## src/pts_params.svh

```systemverilog
// offsets, field positions, reset values and timing figures of the smoothing filter
`ifndef PTS_PARAMS_SVH
`define PTS_PARAMS_SVH
`define PTS_ADDR_W        8
`define PTS_DATA_W        32
`define PTS_OFF_CTRL      8'h00
`define PTS_OFF_SAMPLE    8'h04
`define PTS_OFF_RECOVERY  8'h08
`define PTS_OFF_GAIN      8'h0C
`define PTS_OFF_CYCLE     8'h10
`define PTS_OFF_OUTPUT    8'h14
`define PTS_OFF_STATUS    8'h18
`define PTS_OFF_MASK      8'h1C
`define PTS_CTRL_EN_BIT   0
`define PTS_ST_STEP_BIT   0
`define PTS_ST_OVF_BIT    1
`define PTS_ST_W          2
`define PTS_CYCLE_RESET   16'h0001
`define PTS_CLK_NS        20
`define PTS_MS_NS         1000000
`define PTS_TICK_CYCLES   (`PTS_MS_NS / `PTS_CLK_NS)
`define PTS_TG_MS_UNIT    100
`define PTS_TG_SHORT      10
`define PTS_TA_SHORT_MS   10
`define PTS_GAIN_UNITY    100
`define PTS_TA_W          18
`define PTS_NUM_W         51
`define PTS_DEN_W         30
`define PTS_CNT_W         6
`endif

```

## src/pts_pkg.sv

```systemverilog
// types shared by the smoothing filter modules
package pts_pkg;
	typedef enum logic [1:0] {
		ST_IDLE = 2'b00,
		ST_WAIT = 2'b01,
		ST_DIV  = 2'b10
	} pts_state_type;
endpackage

```

## src/pts_divider.sv

```systemverilog
// iterative unsigned divider, one quotient bit per clock
`include "pts_params.svh"
module pts_divider #(
	parameter int NUM_W = `PTS_NUM_W,
	parameter int DEN_W = `PTS_DEN_W
) (
	input  wire logic             clk,
	input  wire logic             rst_n,
	input  wire logic             start,
	input  wire logic [NUM_W-1:0] num,
	input  wire logic [DEN_W-1:0] den,
	output logic                  done,
	output logic      [NUM_W-1:0] quot
);
	logic [NUM_W-1:0]      num_reg, num_next, quot_reg, quot_next;
	logic [DEN_W-1:0]      den_reg, den_next;
	logic [DEN_W:0]        rem_reg, rem_next;
	logic [`PTS_CNT_W-1:0] cnt_reg, cnt_next;
	logic                  busy_reg, busy_next, done_reg, done_next;
	logic [DEN_W:0]        rem_sh;

	always_comb begin
		num_next  = num_reg;
		den_next  = den_reg;
		quot_next = quot_reg;
		rem_next  = rem_reg;
		cnt_next  = cnt_reg;
		busy_next = busy_reg;
		done_next = 1'b0;
		rem_sh    = {rem_reg[DEN_W-1:0], num_reg[NUM_W-1]};
		if (start && !busy_reg) begin
			num_next  = num;
			den_next  = den;
			rem_next  = '0;
			quot_next = '0;
			cnt_next  = `PTS_CNT_W'(NUM_W - 1);
			busy_next = 1'b1;
		end else if (busy_reg) begin
			num_next = {num_reg[NUM_W-2:0], 1'b0};
			if (rem_sh >= {1'b0, den_reg}) begin
				rem_next  = rem_sh - {1'b0, den_reg};
				quot_next = {quot_reg[NUM_W-2:0], 1'b1};
			end else begin
				rem_next  = rem_sh;
				quot_next = {quot_reg[NUM_W-2:0], 1'b0};
			end
			cnt_next = cnt_reg - 1'b1;
			if (cnt_reg == '0) begin
				busy_next = 1'b0;
				done_next = 1'b1;
			end
		end
	end

	always_ff @(posedge clk or negedge rst_n) begin
		if (!rst_n) begin
			num_reg  <= '0;
			den_reg  <= '0;
			quot_reg <= '0;
			rem_reg  <= '0;
			cnt_reg  <= '0;
			busy_reg <= 1'b0;
			done_reg <= 1'b0;
		end else begin
			num_reg  <= num_next;
			den_reg  <= den_next;
			quot_reg <= quot_next;
			rem_reg  <= rem_next;
			cnt_reg  <= cnt_next;
			busy_reg <= busy_next;
			done_reg <= done_next;
		end
	end

	assign done = done_reg;
	assign quot = quot_reg;
endmodule

```

## src/pts_scan_timer.sv

```systemverilog
// millisecond base and host-cycle-aligned scan step generator
`include "pts_params.svh"
module pts_scan_timer #(
	parameter int TICK_CYCLES = `PTS_TICK_CYCLES,
	parameter int TA_W        = `PTS_TA_W
) (
	input  wire logic            clk,
	input  wire logic            rst_n,
	input  wire logic            run,
	input  wire logic [15:0]     cycle_ms,
	input  wire logic [TA_W-1:0] ta_ms,
	output logic                 step,
	output logic      [TA_W-1:0] ta_eff
);
	logic [31:0]     tick_reg, tick_next;
	logic [15:0]     cyc_reg, cyc_next;
	logic [TA_W-1:0] acc_reg, acc_next, eff_reg, eff_next, acc_sum;
	logic            step_reg, step_next;
	logic [15:0]     cyc_len;

	always_comb begin
		tick_next = tick_reg;
		cyc_next  = cyc_reg;
		acc_next  = acc_reg;
		eff_next  = eff_reg;
		step_next = 1'b0;
		// a zero cycle time would never end a host cycle
		cyc_len   = (cycle_ms == 16'h0000) ? 16'h0001 : cycle_ms;
		acc_sum   = acc_reg + TA_W'(cyc_len);
		if (!run) begin
			tick_next = '0;
			cyc_next  = '0;
			acc_next  = '0;
		end else if (tick_reg == 32'(TICK_CYCLES - 1)) begin
			tick_next = '0;
			if (cyc_reg >= cyc_len - 16'h0001) begin
				cyc_next = '0;
				// scan only ends on a host cycle boundary, so the interval may grow
				if (acc_sum >= ta_ms) begin
					acc_next  = '0;
					eff_next  = acc_sum;
					step_next = 1'b1;
				end else begin
					acc_next = acc_sum;
				end
			end else begin
				cyc_next = cyc_reg + 16'h0001;
			end
		end else begin
			tick_next = tick_reg + 32'h0000_0001;
		end
	end

	always_ff @(posedge clk or negedge rst_n) begin
		if (!rst_n) begin
			tick_reg <= '0;
			cyc_reg  <= '0;
			acc_reg  <= '0;
			eff_reg  <= '0;
			step_reg <= 1'b0;
		end else begin
			tick_reg <= tick_next;
			cyc_reg  <= cyc_next;
			acc_reg  <= acc_next;
			eff_reg  <= eff_next;
			step_reg <= step_next;
		end
	end

	assign step   = step_reg;
	assign ta_eff = eff_reg;
endmodule

```

## src/pts_smoother.sv

```systemverilog
// first-order smoothing filter with register port and interrupt
`include "pts_params.svh"
module pts_smoother #(
	parameter int TICK_CYCLES = `PTS_TICK_CYCLES
) (
	input  wire logic                   REF_CLK,
	input  wire logic                   RST_B,
	input  wire logic [`PTS_ADDR_W-1:0] ADDR,
	input  wire logic [`PTS_DATA_W-1:0] WR_DATA,
	input  wire logic                   WR_STB,
	input  wire logic                   RD_STB,
	output logic      [`PTS_DATA_W-1:0] RD_DATA,
	output logic      [15:0]            SMOOTHED_OUT,
	output logic                        RANGE_OVERFLOW_FLAG,
	output logic                        IRQ
);
	localparam int TA_W  = `PTS_TA_W;
	localparam int NUM_W = `PTS_NUM_W;
	localparam int DEN_W = `PTS_DEN_W;

	logic rst_meta_reg, rst_sync_reg;
	logic rst_n;

	// asynchronous assert, synchronous release
	always_ff @(posedge REF_CLK or negedge RST_B) begin
		if (!RST_B) begin
			rst_meta_reg <= 1'b0;
			rst_sync_reg <= 1'b0;
		end else begin
			rst_meta_reg <= 1'b1;
			rst_sync_reg <= rst_meta_reg;
		end
	end
	assign rst_n = rst_sync_reg;

	function automatic logic [TA_W-1:0] scan_ms(input logic [15:0] tg);
		// recovery in 100 ms units: tg/100 in ms is tg itself
		scan_ms = (tg <= 16'(`PTS_TG_SHORT)) ? TA_W'(`PTS_TA_SHORT_MS) : TA_W'(tg);
	endfunction

	function automatic logic [15:0] sat16(input logic signed [NUM_W+1:0] v);
		if (v > 32767)
			sat16 = 16'h7FFF;
		else if (v < -32768)
			sat16 = 16'h8000;
		else
			sat16 = v[15:0];
	endfunction

	logic                     en_reg, en_next;
	logic signed [15:0]       sample_reg, sample_next;
	logic [15:0]              tg_reg, tg_next, gain_reg, gain_next, cyc_reg, cyc_next;
	logic [`PTS_ST_W-1:0]     stat_reg, stat_next, mask_reg, mask_next;
	logic [`PTS_DATA_W-1:0]   rd_reg, rd_next;
	logic                     irq_reg, irq_next;
	logic [`PTS_ST_W-1:0]     ev;
	logic [`PTS_ST_W-1:0]     clr;

	pts_pkg::pts_state_type   state_reg, state_next;
	logic signed [15:0]       y_reg, y_next;
	logic                     ovf_reg, ovf_next;
	logic                     neg_reg, neg_next;
	logic                     step_ev, ovf_ev;

	logic                     scan_step;
	logic [TA_W-1:0]          ta_eff;
	logic                     div_start, div_done;
	logic [NUM_W-1:0]         div_num, div_quot;
	logic [DEN_W-1:0]         div_den, tg_den;
	logic signed [16:0]       diff;
	logic [16:0]              mag;
	logic signed [NUM_W+1:0]  sum;

	pts_scan_timer #(
		.TICK_CYCLES (TICK_CYCLES),
		.TA_W        (TA_W)
	) u_timer (
		.clk      (REF_CLK),
		.rst_n    (rst_n),
		.run      (state_reg != pts_pkg::ST_IDLE),
		.cycle_ms (cyc_reg),
		.ta_ms    (scan_ms(tg_reg)),
		.step     (scan_step),
		.ta_eff   (ta_eff)
	);

	pts_divider #(
		.NUM_W (NUM_W),
		.DEN_W (DEN_W)
	) u_div (
		.clk   (REF_CLK),
		.rst_n (rst_n),
		.start (div_start),
		.num   (div_num),
		.den   (div_den),
		.done  (div_done),
		.quot  (div_quot)
	);

	// delta = ta * gain * (x - y) / (tg_ms * 100)
	always_comb begin
		diff      = 17'(sample_reg) - 17'(y_reg);
		mag       = diff[16] ? 17'(-diff) : diff;
		div_num   = NUM_W'(ta_eff) * NUM_W'(gain_reg) * NUM_W'(mag);
		tg_den    = DEN_W'(tg_reg) * DEN_W'(`PTS_TG_MS_UNIT * `PTS_GAIN_UNITY);
		// ratio capped at one: a zero recovery time would otherwise divide by zero
		div_den   = (tg_den > DEN_W'(ta_eff)) ? tg_den : DEN_W'(ta_eff);
		div_start = (state_reg == pts_pkg::ST_WAIT) && scan_step;
	end

	// filter sequence
	always_comb begin
		state_next = state_reg;
		y_next     = y_reg;
		ovf_next   = ovf_reg;
		neg_next   = neg_reg;
		step_ev    = 1'b0;
		ovf_ev     = 1'b0;
		sum        = neg_reg ? ((NUM_W+2)'(y_reg) - $signed({2'b00, div_quot}))
		                     : ((NUM_W+2)'(y_reg) + $signed({2'b00, div_quot}));
		if (!en_reg) begin
			state_next = pts_pkg::ST_IDLE;
			y_next     = '0;
			ovf_next   = 1'b0;
		end else begin
			case (state_reg)
				pts_pkg::ST_IDLE: begin
					// first pass after start or enable: no ramp from zero
					y_next     = sample_reg;
					ovf_next   = 1'b0;
					state_next = pts_pkg::ST_WAIT;
				end
				pts_pkg::ST_WAIT: begin
					if (scan_step) begin
						neg_next   = diff[16];
						state_next = pts_pkg::ST_DIV;
					end
				end
				pts_pkg::ST_DIV: begin
					if (div_done) begin
						// accumulated first-order step gives the exponential rise
						y_next     = sat16(sum);
						ovf_next   = (sum > 32767) || (sum < -32768);
						ovf_ev     = ovf_next;
						step_ev    = 1'b1;
						state_next = pts_pkg::ST_WAIT;
					end
				end
				default: begin
					state_next = pts_pkg::ST_IDLE;
				end
			endcase
		end
	end

	// register port and interrupt
	always_comb begin
		en_next     = en_reg;
		sample_next = sample_reg;
		tg_next     = tg_reg;
		gain_next   = gain_reg;
		cyc_next    = cyc_reg;
		mask_next   = mask_reg;
		clr         = '0;
		rd_next     = '0;
		ev          = '0;
		ev[`PTS_ST_STEP_BIT] = step_ev;
		ev[`PTS_ST_OVF_BIT]  = ovf_ev;
		if (WR_STB) begin
			case (ADDR)
				`PTS_OFF_CTRL:     en_next     = WR_DATA[`PTS_CTRL_EN_BIT];
				`PTS_OFF_SAMPLE:   sample_next = WR_DATA[15:0];
				`PTS_OFF_RECOVERY: tg_next     = WR_DATA[15:0];
				`PTS_OFF_GAIN:     gain_next   = WR_DATA[15:0];
				`PTS_OFF_CYCLE:    cyc_next    = WR_DATA[15:0];
				`PTS_OFF_STATUS:   clr         = WR_DATA[`PTS_ST_W-1:0];
				`PTS_OFF_MASK:     mask_next   = WR_DATA[`PTS_ST_W-1:0];
				default:           ;
			endcase
		end
		if (RD_STB) begin
			case (ADDR)
				`PTS_OFF_CTRL:     rd_next = 32'(en_reg);
				`PTS_OFF_SAMPLE:   rd_next = 32'(sample_reg);
				`PTS_OFF_RECOVERY: rd_next = 32'(tg_reg);
				`PTS_OFF_GAIN:     rd_next = 32'(gain_reg);
				`PTS_OFF_CYCLE:    rd_next = 32'(cyc_reg);
				`PTS_OFF_OUTPUT:   rd_next = 32'(y_reg);
				`PTS_OFF_STATUS:   rd_next = 32'(stat_reg);
				`PTS_OFF_MASK:     rd_next = 32'(mask_reg);
				default:           rd_next = '0;
			endcase
		end
		// a new event beats a clear in the same cycle
		stat_next = (stat_reg & ~clr) | ev;
		irq_next  = |(stat_next & mask_next);
	end

	always_ff @(posedge REF_CLK or negedge rst_n) begin
		if (!rst_n) begin
			en_reg     <= 1'b0;
			sample_reg <= '0;
			tg_reg     <= '0;
			gain_reg   <= 16'(`PTS_GAIN_UNITY);
			cyc_reg    <= `PTS_CYCLE_RESET;
			mask_reg   <= '0;
			stat_reg   <= '0;
			rd_reg     <= '0;
			irq_reg    <= 1'b0;
			state_reg  <= pts_pkg::ST_IDLE;
			y_reg      <= '0;
			ovf_reg    <= 1'b0;
			neg_reg    <= 1'b0;
		end else begin
			en_reg     <= en_next;
			sample_reg <= sample_next;
			tg_reg     <= tg_next;
			gain_reg   <= gain_next;
			cyc_reg    <= cyc_next;
			mask_reg   <= mask_next;
			stat_reg   <= stat_next;
			rd_reg     <= rd_next;
			irq_reg    <= irq_next;
			state_reg  <= state_next;
			y_reg      <= y_next;
			ovf_reg    <= ovf_next;
			neg_reg    <= neg_next;
		end
	end

	assign RD_DATA             = rd_reg;
	assign SMOOTHED_OUT        = y_reg;
	assign RANGE_OVERFLOW_FLAG = ovf_reg;
	assign IRQ                 = irq_reg;
endmodule

```

## config.mk

```make
export PLATFORM = sky130hd
export DESIGN_NAME = pts_smoother
export DESIGN_NICKNAME = d
export VERILOG_FILES = /design/src/pts_pkg.sv /design/src/pts_divider.sv /design/src/pts_scan_timer.sv /design/src/pts_smoother.sv
export VERILOG_INCLUDE_DIRS = /design/src
export SDC_FILE = /design/constraint.sdc
export NUM_CORES = 2
export LEC_CHECK = 0
export ABC_AREA = 1
export BUFFER_PORTS_ARGS = -buffer_cell sky130_fd_sc_hd__buf_2
export CORE_UTILIZATION = 30
export DETAILED_ROUTE_END_ITERATION = 8
export HOLD_SLACK_MARGIN = 0.03
export SETUP_SLACK_MARGIN = 0.3
export SYNTH_ARGS = -nofsm -noshare
export SYNTH_HDL_FRONTEND = slang
export SYNTH_SLANG_ARGS = --single-unit
```

## constraint.sdc

```tcl
create_clock -name REF_CLK -period 31.6 [get_ports REF_CLK]
set_clock_uncertainty 0.1 [all_clocks]
set_input_delay 1.58 -clock REF_CLK [delete_from_list [all_inputs] [get_ports REF_CLK]]
set_output_delay 1.58 -clock REF_CLK [all_outputs]
set_load 0.02 [all_outputs]
```

==> results.cfg <==
[run_status]
status = finished, final reports clean

[hold_path]
hold_class = flip-flop to async pin

[setup_path]
max_stage_delay_ns = 0.98
crit_path_frequent_cell = fa_1
start_kind = flip-flop
worstPathRequired_ns = 32.04
crit_path_end_kind = flip-flop
arrival_ns = 14.38
critPathSlowestCell = dfrtp_1
worstPathMaxFanout = 18
crit_family = adder cells
worst-path-buf-inv = 11
critical_path_class = flip-flop to flip-flop

[logic_synthesis]
ys_types = 75
syn_inst = 7916
syn_avg_cell_area_um2 = 7.31
yosysSeqAreaShare_pct = 15.7
synth_most_common_cell = nand2_1
yosys-top-cells-count = nand2_1 (1,923), inv_1 (1,832), fa_1 (740)
synth_area_leaders = fa_1 (26%), dfrtp_1 (16%), nand2_1 (12%), inv_1 (12%), ha_1 (10%)
ys_seq_elements = 364
synth.top_cell.area_share_pct = 25.6
yosysWarnings = 0
async_flop_share_pct = 100
yosys.area.top_type = fa_1
synthFlopType = dfrtp_1
syn-num-nets = 9178
synth_area_um2 = 57900
synth_edf_count = 0

[detailed_routing]
viasPerCell = 4.83
final_antenna_net_count = 0
firstDrtPassIters = 7
wire_per_inst_um = 17.3
dr.first_iter.drc_count = 3512
remaining_drc_errors = 0
drt_wl_total_um = 179000
dr_total_vias = 50147

[timing]
post-route-period-util_pct = 44.1
setup_tns_ns = 0
slew_violations = 0
setup_violations = 0
worstMarginPinSlew_ns = 1.17
rsz0062_at_grt = false
hold_viol = 0
max_freq_mhz = 71.7
slew_headroom_pct = 21.4
post-route-min-period_ns = 13.94

[clocking]
cts_tree = done
worstSkewPairLatency_ns = 0.69
cts_resized = 0
cts.sinks = 364
clk_pin_slew_ns = 0.06
post_cts_buffers = 0
cts_hold_buffers = 0
root_buffer = clkbuf_16
h-tree-depth = 2
cts_max_path_buffers = 3
cts_inserted_buffers = 49

[placement]
place.gp.congestion = 0.939
io_buffers = 77
placed_cells = 10297
dp_hpwl_um = 145000

[run]
drv_cap = 0

[grt]
grt_usage_pct = 18.8
grt_pass1_vias = 51244
antenna_found_initial = 5
overflow = 0
grt_max_degree = 155
grt_pass1_wl_um = 289000

[cells_and_area]
syn2layout_area_growth_pct = 7.98
fin_cells = 10392
fin_nets = 9099
utilization_pct = 32.8
drive_gt1_share_pct = 4.32

[floorplanning]
die_x_um = 441
ios = 94
dieArea_um2 = 195000
die_h_um = 441
num_rows = 160
coreArea_um2 = 191000
start_util_pct = 30.3

[pwr]
vdd_ir_drop_max_v = 0.000176
power.density_nw_per_um2 = 77.2
leakagePower_nw = 33.4
==> stage by stage <==
step / instance area (um2) / power, mW / hold slack [ns] / setup slack, ns
finish: 62500 / 4.82 / 0.196 / 17.66
global route: 62500 / 5.35 / 0.230 / 17.16
CTS: 62500 / 4.83 / 0.213 / 17.75
detailed placement: 60800 / 4.19 / 0.218 / 17.77
global placement: 60800 / 4.19 / 0.206 / 17.91
floorplan: 57900 / 3.05 / 0.231 / 20.38
==> area by class of cell <==
type	instances	area (um2)
antenna	6	15.0
clock buffer	60	1350
clock inverter	29	357
fill	20440	128000
inverter	1855	6960
multi-input combinational	5432	40700
sequential	364	9120
tap	2511	3140
timing repair buffer	135	833
==> cells in the final DEF, fill, tap and decap left out, drive strengths merged, types with 54 or more instances in the layout <==
cell type	netlist	final
o22ai	68	68
clkbuf	196	60
o21ai	319	319
nand4	76	76
xnor2	54	54
fa	740	740
xor2	172	172
nor2	649	649
buf	69	135
ha	478	478
nand2	1938	1938
dfrtp	360	360
nor3	83	83
inv	1844	1850
nand3	285	285
a21oi	300	300
==> metal layers <==
metal  global-route usage (%)  share of wire (%)  routed length, um
met5                        0              0.015                 27
met4                     7.57                4.6               8280
met1                     24.3                 42              75700
met2                     31.2                 46              83100
met3                     3.07                6.8              12300
==> kinds of logic (layout without fill, tap and decap cells) <==
family | count (synthesis) | count (layout) | synth area share, %
AOI/OAI and AO/OA | 882 | 882 | 8.77
xor gates and xnor gates | 226 | 226 | 3.56
adders and majority gates | 1218 | 1218 | 35.9
buffers and inverters | 2120 | 2079 | 14.0
DFF | 364 | 364 | 15.7
other | 1 | 7 | 0.00648
and+or+nand+nor | 3105 | 3105 | 22.0
==> worst register-to-register path, delay by kind of cell (launching register included) <==
kind,cells,cell delay [ns]
DFF,1,0.98
adders and majority gates,14,7.02
AOI/OAI and AO/OA,7,1.03
xor gates and xnor gates,2,0.87
and+or+nand+nor,10,2.57
buffers and inverters,11,1.26
==> power breakdown <==
part	switching [mW]	internal (mW)
sequential	0.0177	0.471
combinational	2.50	1.23
clock	0.249	0.347
total	2.77	2.05
==> final timing paths <==
kind,from,to,slack [ns],depth (start not counted)
setup reg to reg,u_timer.ta_eff[5]$_DFFE_PN0P_,u_div.num_reg[48]$_DFFE_PN0P_,17.66,44
setup / recovery,u_timer.ta_eff[5]$_DFFE_PN0P_,u_div.num_reg[48]$_DFFE_PN0P_,17.66,44
hold / removal,rst_n$_DFF_PN0_,IRQ$_DFF_PN0_,0.20,0
max in group asynchronous,rst_n$_DFF_PN0_,u_timer.tick_reg[18]$_DFF_PN0_,28.95,2
min in group REF_CLK,rst_meta_reg$_DFF_PN0_,rst_n$_DFF_PN0_,0.25,0
hold reg to reg,rst_n$_DFF_PN0_,IRQ$_DFF_PN0_,0.20,0
Power figures use the tool's default switching activity.
